$ cat config.mk
export PLATFORM = sky130hd
export DESIGN_NAME = clock_channel_output_config
export DESIGN_NICKNAME = d
export VERILOG_FILES = /design/src/ccoc_pkg.sv /design/src/ccoc_sync.sv /design/src/ccoc_divider.sv /design/src/clock_channel_output_config.sv
export SDC_FILE = /design/constraint.sdc
export NUM_CORES = 1
export LEC_CHECK = 0
export ABC_AREA = 1
export BUFFER_PORTS_ARGS = -buffer_cell sky130_fd_sc_hd__buf_2
export CAP_MARGIN = 20
export CORE_MARGIN = 4
export CORE_UTILIZATION = 55
export DETAILED_ROUTE_END_ITERATION = 10
export PLACE_DENSITY = 0.78
export SLEW_MARGIN = 20
export SYNTH_ARGS = -nofsm -noshare
export SYNTH_HDL_FRONTEND = slang
export SYNTH_SLANG_ARGS = --single-unit
$ cat constraint.sdc
create_clock -name clock -period 3.3 [get_ports clock]
set_clock_uncertainty 0.1 [all_clocks]
set_input_delay 0.825 -clock clock [delete_from_list [all_inputs] [get_ports clock]]
set_output_delay 0.825 -clock clock [all_outputs]
set_load 0.01 [all_outputs]
$ cat src/ccoc_pkg.sv
// Package of constants for the clock channel output configuration block.
// Assumes an 8-bit register port with byte-wide registers at byte offsets.
package ccoc_pkg;
    localparam int ADDR_W = 8;
    localparam int DATA_W = 8;

    // Register offsets.
    localparam logic [7:0] OFF_CH4_DIV = 8'h26;
    localparam logic [7:0] OFF_CH5_CTL = 8'h27;
    localparam logic [7:0] OFF_CH4_SRC = 8'h30;
    localparam logic [7:0] OFF_STATUS = 8'h31;

    // Reset values.
    localparam logic [7:0] RST_CH4_DIV = 8'h02;
    localparam logic [7:0] RST_CH5_CTL = 8'h18;
    localparam logic [7:0] RST_CH4_SRC = 8'h00;
    localparam logic [7:0] READ_IDLE = 8'h00;

    // Field positions: low bit of each 2-bit field, and the single doubler bit.
    localparam int CTL_SRC_LSB = 6;
    localparam int CTL_FMT_LSB = 4;
    localparam int CTL_MODEA_LSB = 2;
    localparam int CTL_MODEB_LSB = 0;
    localparam int SRC4_SEL_LSB = 0;
    localparam int SRC4_DBL_BIT = 2;

    // Status bit positions.
    localparam int ST_CH4_VALID = 0;
    localparam int ST_CH4_BYPASS = 1;
    localparam int ST_CH5_VALID = 2;
    localparam int ST_CH5_ACTIVE = 3;

    // Source select codes.
    localparam logic [1:0] SRC_SYNTH = 2'h0;
    localparam logic [1:0] SRC_RSVD = 2'h1;
    localparam logic [1:0] SRC_PRI = 2'h2;
    localparam logic [1:0] SRC_SEC = 2'h3;

    // Driver format codes.
    localparam logic [1:0] FMT_OFF = 2'h0;
    localparam logic [1:0] FMT_ACDIFF = 2'h1;
    localparam logic [1:0] FMT_HCSL = 2'h2;
    localparam logic [1:0] FMT_CMOS = 2'h3;

    // Single-ended pin modes.
    localparam logic [1:0] PIN_OFF_Z = 2'h0;
    localparam logic [1:0] PIN_OFF_LOW = 2'h1;
    localparam logic [1:0] PIN_INV = 2'h2;
    localparam logic [1:0] PIN_TRUE = 2'h3;

    // Tail currents in mA and loads in ohms.
    localparam logic [4:0] TAIL_NONE = 5'h00;
    localparam logic [4:0] TAIL_4MA = 5'h04;
    localparam logic [4:0] TAIL_6MA = 5'h06;
    localparam logic [4:0] TAIL_8MA = 5'h08;
    localparam logic [4:0] TAIL_16MA = 5'h10;
    localparam logic [7:0] LOAD_NONE = 8'h00;
    localparam logic [7:0] LOAD_50 = 8'h32;
    localparam logic [7:0] LOAD_100 = 8'h64;
    localparam logic [7:0] LOAD_200 = 8'hc8;

    // Indices of the synchronised clock inputs.
    localparam int IN_SYNTH = 0;
    localparam int IN_PRI = 1;
    localparam int IN_SEC = 2;
    localparam int IN_PRI_X2 = 3;
    localparam int IN_SEC_X2 = 4;
    localparam int N_IN = 5;
endpackage

$ cat src/ccoc_sync.sv
// Two-flop synchroniser for one level coming from outside the clock domain.
// Assumes the input changes slower than the system clock for a clean copy.
module ccoc_sync (
    input wire logic clock,
    input wire logic srst,
    input wire logic async_in,
    output logic sync_out
);
    logic meta_r;
    logic sync_r;

    // Only the second flop is read outside; the first may go metastable.
    always_ff @(posedge clock) begin
        if (srst) begin
            meta_r <= 1'b0;
            sync_r <= 1'b0;
        end else begin
            meta_r <= async_in;
            sync_r <= meta_r;
        end
    end

    assign sync_out = sync_r;
endmodule // ccoc_sync

$ cat src/ccoc_divider.sv
// Integer post-divider: divides a sampled clock level by ratio_code plus one.
// Assumes src_level is already synchronised to clock.
module ccoc_divider (
    input wire logic clock,
    input wire logic srst,
    input wire logic src_level,
    input wire logic [7:0] ratio_code,
    input wire logic bypass,
    output logic out_level
);
    logic prev_r;
    logic [7:0] cnt_r;
    logic [7:0] cnt_nxt;
    logic out_r;

    // Next count on a source rising edge; wraps at the programmed code.
    always_comb begin
        cnt_nxt = cnt_r;
        if (cnt_r >= ratio_code) begin
            cnt_nxt = 8'h00;
        end else begin
            cnt_nxt = 8'(cnt_r + 8'h01);
        end
    end

    // Edge memory for the source level.
    always_ff @(posedge clock) begin
        if (srst) begin
            prev_r <= 1'b0;
        end else begin
            prev_r <= src_level;
        end
    end

    // Count source edges; the high phase is the first half of each period.
    always_ff @(posedge clock) begin
        if (srst) begin
            cnt_r <= 8'h00;
            out_r <= 1'b0;
        end else if (bypass || (ratio_code == 8'h00)) begin
            cnt_r <= 8'h00;
            out_r <= src_level;
        end else if (src_level && !prev_r) begin
            cnt_r <= cnt_nxt;
            out_r <= (cnt_nxt <= (ratio_code >> 1));
        end
    end

    assign out_level = out_r;
endmodule // ccoc_divider

$ cat src/clock_channel_output_config.sv
// Configuration registers and output path of two clock channels.
// Assumes clock inputs are slow beside the 50 MHz clock and are sampled.
//
// Implementation choice: the address-and-strobe port.
module clock_channel_output_config (
    input wire logic clock,
    input wire logic srst,
    input wire logic [7:0] address,
    input wire logic [7:0] write_data,
    input wire logic write_strobe,
    input wire logic read_strobe,
    output logic [7:0] read_data,
    input wire logic second_synth_output,
    input wire logic primary_ref_in,
    input wire logic secondary_ref_in,
    input wire logic primary_ref_doubled_in,
    input wire logic secondary_ref_doubled_in,
    output logic ch4_clock_out,
    output logic ch5_out_p,
    output logic ch5_out_p_oe_n,
    output logic ch5_out_n,
    output logic ch5_out_n_oe_n,
    output logic [4:0] ch5_tail_current_ma,
    output logic [7:0] ch5_load_ohms,
    output logic ch5_load_enabled
);
    logic [ccoc_pkg::N_IN-1:0] raw_in;
    logic [ccoc_pkg::N_IN-1:0] lvl;
    logic [7:0] ch4_div_r;
    logic [7:0] ch5_ctl_r;
    logic [7:0] ch4_src_r;
    logic [7:0] read_data_r;
    logic [7:0] read_data_nxt;
    logic [7:0] status;
    logic [1:0] ch5_source_select;
    logic [1:0] ch5_format;
    logic [1:0] ch5_drive_mode_a;
    logic [1:0] ch5_drive_mode_b;
    logic [1:0] ch4_source_select;
    logic doubler_en;
    logic [1:0] ch4_pick;
    logic [1:0] ch5_pick;
    logic ch4_bypass;
    logic ch4_div_level;
    logic ch5_level;
    logic ch5_valid;
    logic ch5_active;
    logic [1:0] p_pin;
    logic [1:0] n_pin;
    logic p_out_nxt;
    logic p_oe_n_nxt;
    logic n_out_nxt;
    logic n_oe_n_nxt;
    logic [4:0] tail_nxt;
    logic [7:0] load_nxt;
    logic load_en_nxt;
    logic p_out_r;
    logic p_oe_n_r;
    logic n_out_r;
    logic n_oe_n_r;
    logic [4:0] tail_r;
    logic [7:0] load_r;
    logic load_en_r;

    // Picks a source level; bit 1 flags a usable source, bit 0 is the level.
    function automatic logic [1:0] pick_source(
        input logic [1:0] sel,
        input logic dbl,
        input logic [ccoc_pkg::N_IN-1:0] levels
    );
        logic [1:0] res;
        res = 2'h0;
        case (sel)
            ccoc_pkg::SRC_SYNTH: res = {1'b1, levels[ccoc_pkg::IN_SYNTH]};
            ccoc_pkg::SRC_PRI: res = {1'b1, dbl ? levels[ccoc_pkg::IN_PRI_X2]
                                               : levels[ccoc_pkg::IN_PRI]};
            ccoc_pkg::SRC_SEC: res = {1'b1, dbl ? levels[ccoc_pkg::IN_SEC_X2]
                                               : levels[ccoc_pkg::IN_SEC]};
            default: res = 2'h0;
        endcase
        return res;
    endfunction

    // Single-ended pin decode; returns output enable (low active) and level.
    function automatic logic [1:0] cmos_pin(
        input logic [1:0] mode,
        input logic level
    );
        logic [1:0] res;
        res = 2'h2;
        case (mode)
            ccoc_pkg::PIN_OFF_Z: res = {1'b1, 1'b0};
            ccoc_pkg::PIN_OFF_LOW: res = {1'b0, 1'b0};
            ccoc_pkg::PIN_INV: res = {1'b0, ~level};
            ccoc_pkg::PIN_TRUE: res = {1'b0, level};
            default: res = {1'b1, 1'b0};
        endcase
        return res;
    endfunction

    // The clock inputs come from other domains, so each is synchronised.
    assign raw_in[ccoc_pkg::IN_SYNTH] = second_synth_output;
    assign raw_in[ccoc_pkg::IN_PRI] = primary_ref_in;
    assign raw_in[ccoc_pkg::IN_SEC] = secondary_ref_in;
    assign raw_in[ccoc_pkg::IN_PRI_X2] = primary_ref_doubled_in;
    assign raw_in[ccoc_pkg::IN_SEC_X2] = secondary_ref_doubled_in;

    generate
        for (genvar i = 0; i < ccoc_pkg::N_IN; i++) begin : g_sync
            ccoc_sync u_sync (
                .clock(clock),
                .srst(srst),
                .async_in(raw_in[i]),
                .sync_out(lvl[i])
            );
        end
    endgenerate

    // Field views of the control registers.
    assign ch5_source_select = ch5_ctl_r[ccoc_pkg::CTL_SRC_LSB+1:ccoc_pkg::CTL_SRC_LSB];
    assign ch5_format = ch5_ctl_r[ccoc_pkg::CTL_FMT_LSB+1:ccoc_pkg::CTL_FMT_LSB];
    assign ch5_drive_mode_a = ch5_ctl_r[ccoc_pkg::CTL_MODEA_LSB+1:ccoc_pkg::CTL_MODEA_LSB];
    assign ch5_drive_mode_b = ch5_ctl_r[ccoc_pkg::CTL_MODEB_LSB+1:ccoc_pkg::CTL_MODEB_LSB];
    assign ch4_source_select = ch4_src_r[ccoc_pkg::SRC4_SEL_LSB+1:ccoc_pkg::SRC4_SEL_LSB];
    assign doubler_en = ch4_src_r[ccoc_pkg::SRC4_DBL_BIT];

    always_ff @(posedge clock) begin
        if (srst) begin
            ch4_div_r <= ccoc_pkg::RST_CH4_DIV;
        end else if (write_strobe && (address == ccoc_pkg::OFF_CH4_DIV)) begin
            ch4_div_r <= write_data;
        end
    end

    // Channel 5 output control register.
    always_ff @(posedge clock) begin
        if (srst) begin
            ch5_ctl_r <= ccoc_pkg::RST_CH5_CTL;
        end else if (write_strobe && (address == ccoc_pkg::OFF_CH5_CTL)) begin
            ch5_ctl_r <= write_data;
        end
    end

    // Channel 4 source and doubler enable; upper bits are not stored.
    always_ff @(posedge clock) begin
        if (srst) begin
            ch4_src_r <= ccoc_pkg::RST_CH4_SRC;
        end else if (write_strobe && (address == ccoc_pkg::OFF_CH4_SRC)) begin
            ch4_src_r <= {5'h00, write_data[2:0]};
        end
    end

    assign ch4_pick = pick_source(ch4_source_select, doubler_en, lvl);
    assign ch5_pick = pick_source(ch5_source_select, doubler_en, lvl);

    // reference bypass
    // A reference or a reserved code skips the divider, which then idles.
    assign ch4_bypass = (ch4_source_select != ccoc_pkg::SRC_SYNTH);

    ccoc_divider u_ch4_div (
        .clock(clock),
        .srst(srst),
        .src_level(ch4_pick[0] & ch4_pick[1]),
        .ratio_code(ch4_div_r),
        .bypass(ch4_bypass),
        .out_level(ch4_div_level)
    );

    // Channel 4 clock leaves through one more flop so the port is registered.
    always_ff @(posedge clock) begin
        if (srst) begin
            ch4_clock_out <= 1'b0;
        end else begin
            ch4_clock_out <= ch4_div_level;
        end
    end

    // no source static
    // Without a valid source the level is held low, so no edge reaches a pin.
    assign ch5_valid = ch5_pick[1];
    assign ch5_level = ch5_pick[1] & ch5_pick[0];
    assign p_pin = cmos_pin(ch5_drive_mode_a, ch5_level);
    assign n_pin = cmos_pin(ch5_drive_mode_b, ch5_level);

    // Output driver decode for channel 5.
    always_comb begin
        p_out_nxt = 1'b0;
        p_oe_n_nxt = 1'b1;
        n_out_nxt = 1'b0;
        n_oe_n_nxt = 1'b1;
        tail_nxt = ccoc_pkg::TAIL_NONE;
        load_nxt = ccoc_pkg::LOAD_NONE;
        load_en_nxt = 1'b0;
        case (ch5_format)
            ccoc_pkg::FMT_OFF: begin
                p_oe_n_nxt = 1'b1;
                n_oe_n_nxt = 1'b1;
            end
            ccoc_pkg::FMT_ACDIFF: begin
                p_out_nxt = ch5_level;
                n_out_nxt = ~ch5_level;
                p_oe_n_nxt = 1'b0;
                n_oe_n_nxt = 1'b0;
                case (ch5_drive_mode_a)
                    2'h0: tail_nxt = ccoc_pkg::TAIL_4MA;
                    2'h1: tail_nxt = ccoc_pkg::TAIL_6MA;
                    default: tail_nxt = ccoc_pkg::TAIL_8MA;
                endcase
            end
            ccoc_pkg::FMT_HCSL: begin
                p_out_nxt = ch5_level;
                n_out_nxt = ~ch5_level;
                p_oe_n_nxt = 1'b0;
                n_oe_n_nxt = 1'b0;
                case (ch5_drive_mode_a)
                    2'h0: tail_nxt = ccoc_pkg::TAIL_4MA;
                    2'h1: tail_nxt = ccoc_pkg::TAIL_6MA;
                    2'h2: tail_nxt = ccoc_pkg::TAIL_8MA;
                    default: tail_nxt = ccoc_pkg::TAIL_16MA;
                endcase
                case (ch5_drive_mode_b)
                    2'h1: load_nxt = ccoc_pkg::LOAD_50;
                    2'h2: load_nxt = ccoc_pkg::LOAD_100;
                    2'h3: load_nxt = ccoc_pkg::LOAD_200;
                    default: load_nxt = ccoc_pkg::LOAD_NONE;
                endcase
                load_en_nxt = (ch5_drive_mode_b != 2'h0);
            end
            ccoc_pkg::FMT_CMOS: begin
                p_oe_n_nxt = p_pin[1];
                p_out_nxt = p_pin[0];
                n_oe_n_nxt = n_pin[1];
                n_out_nxt = n_pin[0];
            end
            default: begin
                p_oe_n_nxt = 1'b1;
                n_oe_n_nxt = 1'b1;
            end
        endcase
    end

    // Pin flops; a released pin also drives its data low to avoid toggling.
    always_ff @(posedge clock) begin
        if (srst) begin
            p_out_r <= 1'b0;
            p_oe_n_r <= 1'b1;
            n_out_r <= 1'b0;
            n_oe_n_r <= 1'b1;
        end else begin
            p_out_r <= p_out_nxt & ~p_oe_n_nxt;
            p_oe_n_r <= p_oe_n_nxt;
            n_out_r <= n_out_nxt & ~n_oe_n_nxt;
            n_oe_n_r <= n_oe_n_nxt;
        end
    end

    // Analog trim codes for the driver, held in flops like the pins.
    always_ff @(posedge clock) begin
        if (srst) begin
            tail_r <= ccoc_pkg::TAIL_NONE;
            load_r <= ccoc_pkg::LOAD_NONE;
            load_en_r <= 1'b0;
        end else begin
            tail_r <= tail_nxt;
            load_r <= load_nxt;
            load_en_r <= load_en_nxt;
        end
    end

    assign ch5_out_p = p_out_r;
    assign ch5_out_p_oe_n = p_oe_n_r;
    assign ch5_out_n = n_out_r;
    assign ch5_out_n_oe_n = n_oe_n_r;
    assign ch5_tail_current_ma = tail_r;
    assign ch5_load_ohms = load_r;
    assign ch5_load_enabled = load_en_r;

    // Live status: which channels have a source and which driver is on.
    assign ch5_active = (ch5_format != ccoc_pkg::FMT_OFF) && ch5_valid;
    always_comb begin
        status = 8'h00;
        status[ccoc_pkg::ST_CH4_VALID] = ch4_pick[1];
        status[ccoc_pkg::ST_CH4_BYPASS] = ch4_bypass;
        status[ccoc_pkg::ST_CH5_VALID] = ch5_valid;
        status[ccoc_pkg::ST_CH5_ACTIVE] = ch5_active;
    end

    // Read decode; unmapped addresses answer zero.
    always_comb begin
        case (address)
            ccoc_pkg::OFF_CH4_DIV: read_data_nxt = ch4_div_r;
            ccoc_pkg::OFF_CH5_CTL: read_data_nxt = ch5_ctl_r;
            ccoc_pkg::OFF_CH4_SRC: read_data_nxt = ch4_src_r;
            ccoc_pkg::OFF_STATUS: read_data_nxt = status;
            default: read_data_nxt = ccoc_pkg::READ_IDLE;
        endcase
    end

    // Read data stand for exactly the cycle after the strobe, zero otherwise.
    always_ff @(posedge clock) begin
        if (srst) begin
            read_data_r <= ccoc_pkg::READ_IDLE;
        end else if (read_strobe) begin
            read_data_r <= read_data_nxt;
        end else begin
            read_data_r <= ccoc_pkg::READ_IDLE;
        end
    end

    assign read_data = read_data_r;
endmodule // clock_channel_output_config

# ---- Word-level counts from Yosys, hierarchy flattened
# Index checks and enable logic that the tools add are counted.
dict set report word_totals {
  ff_bits 66
}
dict set report classes {
  magnitude_cmp 2
  n_eq_ne 17
  mux 18
  n_bitwise 9
  reduce_logical 21
  n_addsub 1
}
# cell n
set op_table {}
lappend op_table {{8-bit by 6-bit equality test with 1-bit output (second input constant)} 4}
lappend op_table {{8-bit one-hot mux with 4 select lines} 1}
lappend op_table {{8-bit one-hot mux with 3 select lines} 1}
lappend op_table {{2-bit equality test (second input constant)} 10}
lappend op_table {{2-bit one-hot mux with 4 select lines} 2}
lappend op_table {{5-bit one-hot mux with 3 select lines} 1}
lappend op_table {{2-bit one-hot mux with 3 select lines} 2}
lappend op_table {{2-bit logical NOT} 5}
lappend op_table {{5-bit one-hot mux with 2 select lines} 1}
lappend op_table {{8-bit by 1-bit adder with 8-bit output (second input constant)} 1}
lappend op_table {{8-bit >= comparator} 1}
lappend op_table {{8-bit by 7-bit less-or-equal comparator with 1-bit output} 1}
lappend op_table {{8-bit logical NOT} 1}
lappend op_table {{8-bit 2-to-1 mux} 1}
lappend op_table {{4-bit one-hot mux with 2 select lines} 1}
lappend op_table {{2-bit nonzero test} 4}
lappend op_table {{2-bit OR reduction} 4}
lappend op_table {{2-bit by 1-bit equality test with 1-bit output (second input constant)} 3}
lappend op_table {{1-bit one-hot mux with 3 select lines} 2}
lappend op_table {{1-bit logical AND} 5}
lappend op_table {{1-bit NOT} 5}
lappend op_table {{1-bit AND} 4}
lappend op_table {{1-bit 2-to-1 mux} 4}
lappend op_table {{1-bit one-hot mux with 2 select lines} 2}
lappend op_table {{2 further kinds} 2}

# ---- Depth between registers and ports, before layout
dict set report logic_depth {
  depth_word 8
  ltp_mapped 23
  ltp_nobuf 23
}

# ---- Hierarchy
# Synthesis repeated with hierarchy kept, for this count alone.
dict set report hier_totals {
  hier_cells 444
  area_unflattened_um2 3149.3
}
# module instances area_per_inst_um2 cells_per_inst
set by_module_without_submodules {}
lappend by_module_without_submodules {clock_channel_output_config 1 1884.3 258}
lappend by_module_without_submodules {ccoc_divider 1 989.7 156}
lappend by_module_without_submodules {ccoc_sync 5 55.1 6}

# ---- Least setup slack after synthesis
# No wires, ideal clock.
dict set report synth_path {
  path_kind {register to register}
  from {register ch4_div_r[5]}
  to {register u_ch4_div.out_r (netlist: u_ch4_div.out_level)}
  t_arrival_ns 2.161
  stages_incl_launch_ff 19
  setup_ns 0.066
  path_buffers 0
  slack_ns 0.973
  required_time_ns 3.134
  path_cell_list {dfxtp_1 inv_1 ha_1 a21oi_1 nor2_1 nor3_1 nand2_1 or2_1 inv_1 ha_1 nand3_1 nor2_1 nand2_1 nand3_1 nand2_1 nand2_1 nand2_1 nand3_2 a21oi_2}
}
dict set report synth_between {
  elab_chain_len 5
  word_cells_on_any_way 8
  classes_between {2 x order compare; 3 x mux; 3 x reduce/logical}
}
# element line_no
set synth_rtl {}
lappend synth_rtl {{start, declared} clock_channel_output_config.sv:29} ;# logic [7:0] ch4_div_r;
lappend synth_rtl {{start signal, assigned} clock_channel_output_config.sv:129} ;# ch4_div_r <= ccoc_pkg::RST_CH4_DIV;
lappend synth_rtl {{start signal, assigned} clock_channel_output_config.sv:131} ;# ch4_div_r <= write_data;
lappend synth_rtl {{8-bit >= comparator} ccoc_divider.sv:19} ;# if (cnt_r >= ratio_code) begin
lappend synth_rtl {{8-bit 2-to-1 mux} ccoc_divider.sv:19}
lappend synth_rtl {{named net u_ch4_div.cnt_nxt[5]} ccoc_divider.sv:13} ;# logic [7:0] cnt_nxt;
lappend synth_rtl {{8-bit by 7-bit less-or-equal comparator with 1-bit output} ccoc_divider.sv:45} ;# out_r <= (cnt_nxt <= (ratio_code >> 1));
lappend synth_rtl {{1-bit 2-to-1 mux} ccoc_divider.sv:43} ;# end else if (src_level && !prev_r) begin
lappend synth_rtl {{1-bit 2-to-1 mux} ccoc_divider.sv:40} ;# end else if (bypass || (ratio_code == 8'h00)) begin
lappend synth_rtl {{end signal, assigned} ccoc_divider.sv:42} ;# out_r <= src_level;
lappend synth_rtl {{end signal, assigned} ccoc_divider.sv:45}
lappend synth_rtl {{end, declared} ccoc_divider.sv:14} ;# logic out_r;
# The timed path passes the listed nets, and every way through them passes these cells. The select of a mux whose other input is x is not followed.
# A chain may end at the register's enable or synchronous reset.

# ---- Worst setup path after layout
# Same ends and word-level chain as after synthesis.

==> run summary <==
The run finished with clean final reports. The DRC violation total after the first TritonRoute iteration came out at 154. The number of buffers created by CTS is 9.

The global-route usage over all layers is 0.207. Of the cells placed in the final design, the portion with a size suffix greater than 1 is 0.175. STA classifies the critical path startpoint as a flop. The count of H-tree levels built during CTS came out at 3. The worst-path maximum fanout is 3. The total die area came out at 6780 sq um. TritonCTS built the clock tree. The cell area that synthesis handed to floorplanning was 3040 sq um. The maximum clock path buffer count is 2.

The path class of the tightest hold or removal check is reg2reg. The count of cells in the finished layout, fillers not included, comes to 527. The leakage power figure came out at 1.75 nW. The starting utilization of the core area came out at 0.581.

The minimum clock period came out at 2.60 ns. In this run, distinct cell masters in the synthesized netlist total 35. The congestion estimate from routability-driven global placement came to 0.902. Compared with the post-synthesis result, the final layout area differs by 15.3%. The synthesized area per cell is 7.59 sq um. The per-cell via count in the routed design is 4.90. The share of synthesized area occupied by flip-flops and latches is 0.408. Row generation in the floorplan step produced 26 rows. Traced cell by cell, the critical path runs through inv_1 > ha_1 > a21oi_1 > nor2_1 > nor3_1 > nand2_1 > or2_1 > inv_1 > ha_1 > nand3_1 > nor2_1 > nand2_1 > nand3_1 > nand2_1 > nand2_1 > nand2_1 > nand3_2 > a21oi_2. The worst setup path is captured at a flop. The worst-path cell with the longest stage delay is sky130_fd_sc_hd__dfxtp_1.

The cell type with the highest occurrence count on the critical path is sky130_fd_sc_hd__nand2_1. The count of flip-flops with a built-in enable after synthesis is 0. The synthesized instance count came out at 401.

The via count of the first global-routing pass came out at 2498. The global-route congestion overflow total is 0. The number of max-slew violations in the final report came to 0. The worst-skew pair later-pin latency came out at 0.35 ns. The number of buffers and inverters on the critical path came out at 2. The actual transition at the worst max-transition pin came out at 0.546 ns. The highest achievable clock rate came out at 385 MHz. Clock-pin slew was measured on the worst setup and hold paths at 0.07 ns.

The share of the synthesized area in the top cell type came out at 0.408. For the final routed database, the setup TNS stands at 0 ns. The floorplan core area came out at 5240 sq um.

The total of cells resized after clock tree synthesis came out at 0. The detail route stage leaves a number of antenna-violating nets equal to 0. The number of buffers added to fix hold violations after cts came out at 0. The final setup violation count came out at 0. At the end of the flow the core is filled with cells to 0.670. For this design the ratio of total power to cell area is 468 nW/um^2. After synthesis, the most frequently instantiated cells are sky130_fd_sc_hd__inv_1, sky130_fd_sc_hd__dfxtp_1, sky130_fd_sc_hd__nand2_1. The worst hold margin came out at 0.303 ns. By instance count, the leading cell after synthesis is sky130_fd_sc_hd__inv_1.

The die boundary height came out at 82.4 microns. The length of routed met3 wiring is 367 microns. The final-report hold violation count is 0.

The highest layer touched by signal routing is met4. After synthesis, the cell types taking the most area are sky130_fd_sc_hd__dfxtp_1, sky130_fd_sc_hd__ha_1, sky130_fd_sc_hd__inv_1, sky130_fd_sc_hd__nand2_1, sky130_fd_sc_hd__a21oi_1. Setup repair after global routing left no endpoint under its margin. The final non-filler cell area is 3510 sq um. The initial antenna violation count is 0. The tree is rooted in a sky130_fd_sc_hd__clkbuf_8. The number of top-level pins came out at 52. The placed instance count is 511.

Data arrives at the worst endpoint at 2.78 ns. The first detailed-routing pass took 4 iterations. The share of the cycle needed by the critical path after routing came out at 0.787. Of all flip-flops after synthesis, the portion carrying an async set or reset was 0. The largest net degree at the start of global routing came out at 18.

The number of warnings issued by yosys came out at 0. The number of clock sinks is 62. The largest stage delay on the critical path came out at 0.35 ns. The post-detailed-placement cell area is 3290 sq um.

The placed wire-length estimate is 4770 microns. The x dimension of the die came out at 82.4 microns. After detailed routing, the average wire length per cell comes to 11.7 microns. The worst relative slew slack came out at 0.635. The total number of nets in the final design came out at 502.

The first global-routing pass estimated 10600 microns of wire. The number of input and output port buffers inserted came out at 49. For this block, wires on met1 add up to 2600 microns.

Summed over all nets, wire length on met2 after detailed routing comes to 3100 microns. The total wirelength of the detailed-routed design came out at 6170 microns. For the worst setup path, the data required time is 3.49 ns. The total vias in the final route came out at 2580. Synthesis inferred 62 register bits.

Of all cell types, the one taking the most synthesized area is sky130_fd_sc_hd__dfxtp_1. The dominant delay contributor by cell family on the critical path is simple AND/OR/NAND/NOR gates. The remaining design rule violation count is 0. The count of maximum capacitance violations came out at 0. 0 antenna diodes ended up in the layout. By startpoint and endpoint, the worst setup path is classified as reg2reg. Among all flip-flop cells after synthesis, the most frequent one is sky130_fd_sc_hd__dfxtp_1. The worst-case vdd ir drop came out at 0.000430 V. After clock tree synthesis, the setup repair step added 0 buffers.
## tightest hold or removal path: cells and delay by family, from the launching register on
kind	cells	cell delay [ns]
AND/OR/NAND/NOR	1	0.03
buffers and inverters	1	0.04
flip-flops	1	0.30
## path summary, 6_finish.rpt
path / startpoint / endpoint / slack, ns / depth (start not counted)
max: ch4_div_r[5] / u_ch4_div.out_level / 0.70 / 18
min: g_sync[0].u_sync.meta_r / g_sync[0].u_sync.sync_out / 0.30 / 2
max reg2reg: ch4_div_r[5] / u_ch4_div.out_level / 0.70 / 18
min reg2reg: g_sync[0].u_sync.meta_r / g_sync[0].u_sync.sync_out / 0.30 / 2
## registers in the layout, indices dropped and copies added (netlist names)
name,cells
ch4_clock_out,1
ch4_div_r,8
ch4_src_r,3
ch5_ctl_r,8
ch5_load_enabled,1
ch5_load_ohms,5
ch5_out_n,1
ch5_out_n_oe_n,1
ch5_out_p,1
ch5_out_p_oe_n,1
ch5_tail_current_ma,4
g_sync.u_sync.meta_r,5
g_sync.u_sync.sync_out,5
read_data,8
u_ch4_div.cnt_r,8
u_ch4_div.out_level,1
u_ch4_div.prev_r,1
## metrics by stage
stage | power [mW] | setup WS [ns]
after floorplan | 0.893 | 0.973
after global placement | 0.928 | 0.868
after detailed placement | 0.933 | 0.760
after CTS | 1.66 | 0.711
after global routing | 1.72 | 0.396
final | 1.64 | 0.704
## cells by family (layout without fill, tap and decap cells)
logic type | Yosys count | after routing | synth area share
AO/OA/AOI/OAI | 88 | 88 | 0.157
other | 1 | 2 | 0.00123
XOR/XNOR | 3 | 3 | 0.00864
buffers and inverters | 88 | 143 | 0.126
AND/OR/NAND/NOR | 134 | 134 | 0.196
adder cells (fa/ha/maj) | 25 | 25 | 0.103
flip-flops | 62 | 62 | 0.408
## area by class of cell
type | instances | area, sq um
inverters | 77 | 292
flip-flops and latches | 62 | 1240
repair buffers | 50 | 253
clock inverters | 4 | 70.1
well taps | 70 | 87.6
multi-input cells | 252 | 1420
clock buffers | 12 | 145
fillers | 465 | 1730
## cells in the final DEF (no fill, tap or decap), types with 3 or more instances in the layout
| master | n |
|---|---|
| sky130_fd_sc_hd__inv_1 | 73 |
| sky130_fd_sc_hd__dfxtp_1 | 62 |
| sky130_fd_sc_hd__nand2_1 | 55 |
| sky130_fd_sc_hd__buf_2 | 49 |
| sky130_fd_sc_hd__nor2_1 | 48 |
| sky130_fd_sc_hd__a21oi_1 | 38 |
| sky130_fd_sc_hd__o21ai_0 | 29 |
| sky130_fd_sc_hd__ha_1 | 25 |
| sky130_fd_sc_hd__nand3_1 | 12 |
| sky130_fd_sc_hd__clkbuf_8 | 10 |
| sky130_fd_sc_hd__o21ai_1 | 8 |
| sky130_fd_sc_hd__nand4_1 | 5 |
| sky130_fd_sc_hd__nor3_1 | 3 |
| sky130_fd_sc_hd__nor2_4 | 3 |
| sky130_fd_sc_hd__inv_2 | 3 |
| sky130_fd_sc_hd__o21bai_1 | 3 |
| sky130_fd_sc_hd__o22ai_1 | 3 |
## routing by layer
layer / vias to the layer above / global-route usage
li1: 1370 / -
met1: 1131 / 0.218
met2: 65 / 0.368
met3: 14 / 0.0694
met4: 0 / 0.0947
met5: - / 0
## power breakdown
group	internal [mW]	switching [mW]
combinational	0.0564	0.0862
clock	0.444	0.282
sequential	0.765	0.00963
No activity file was read; power rests on OpenSTA's default activity.
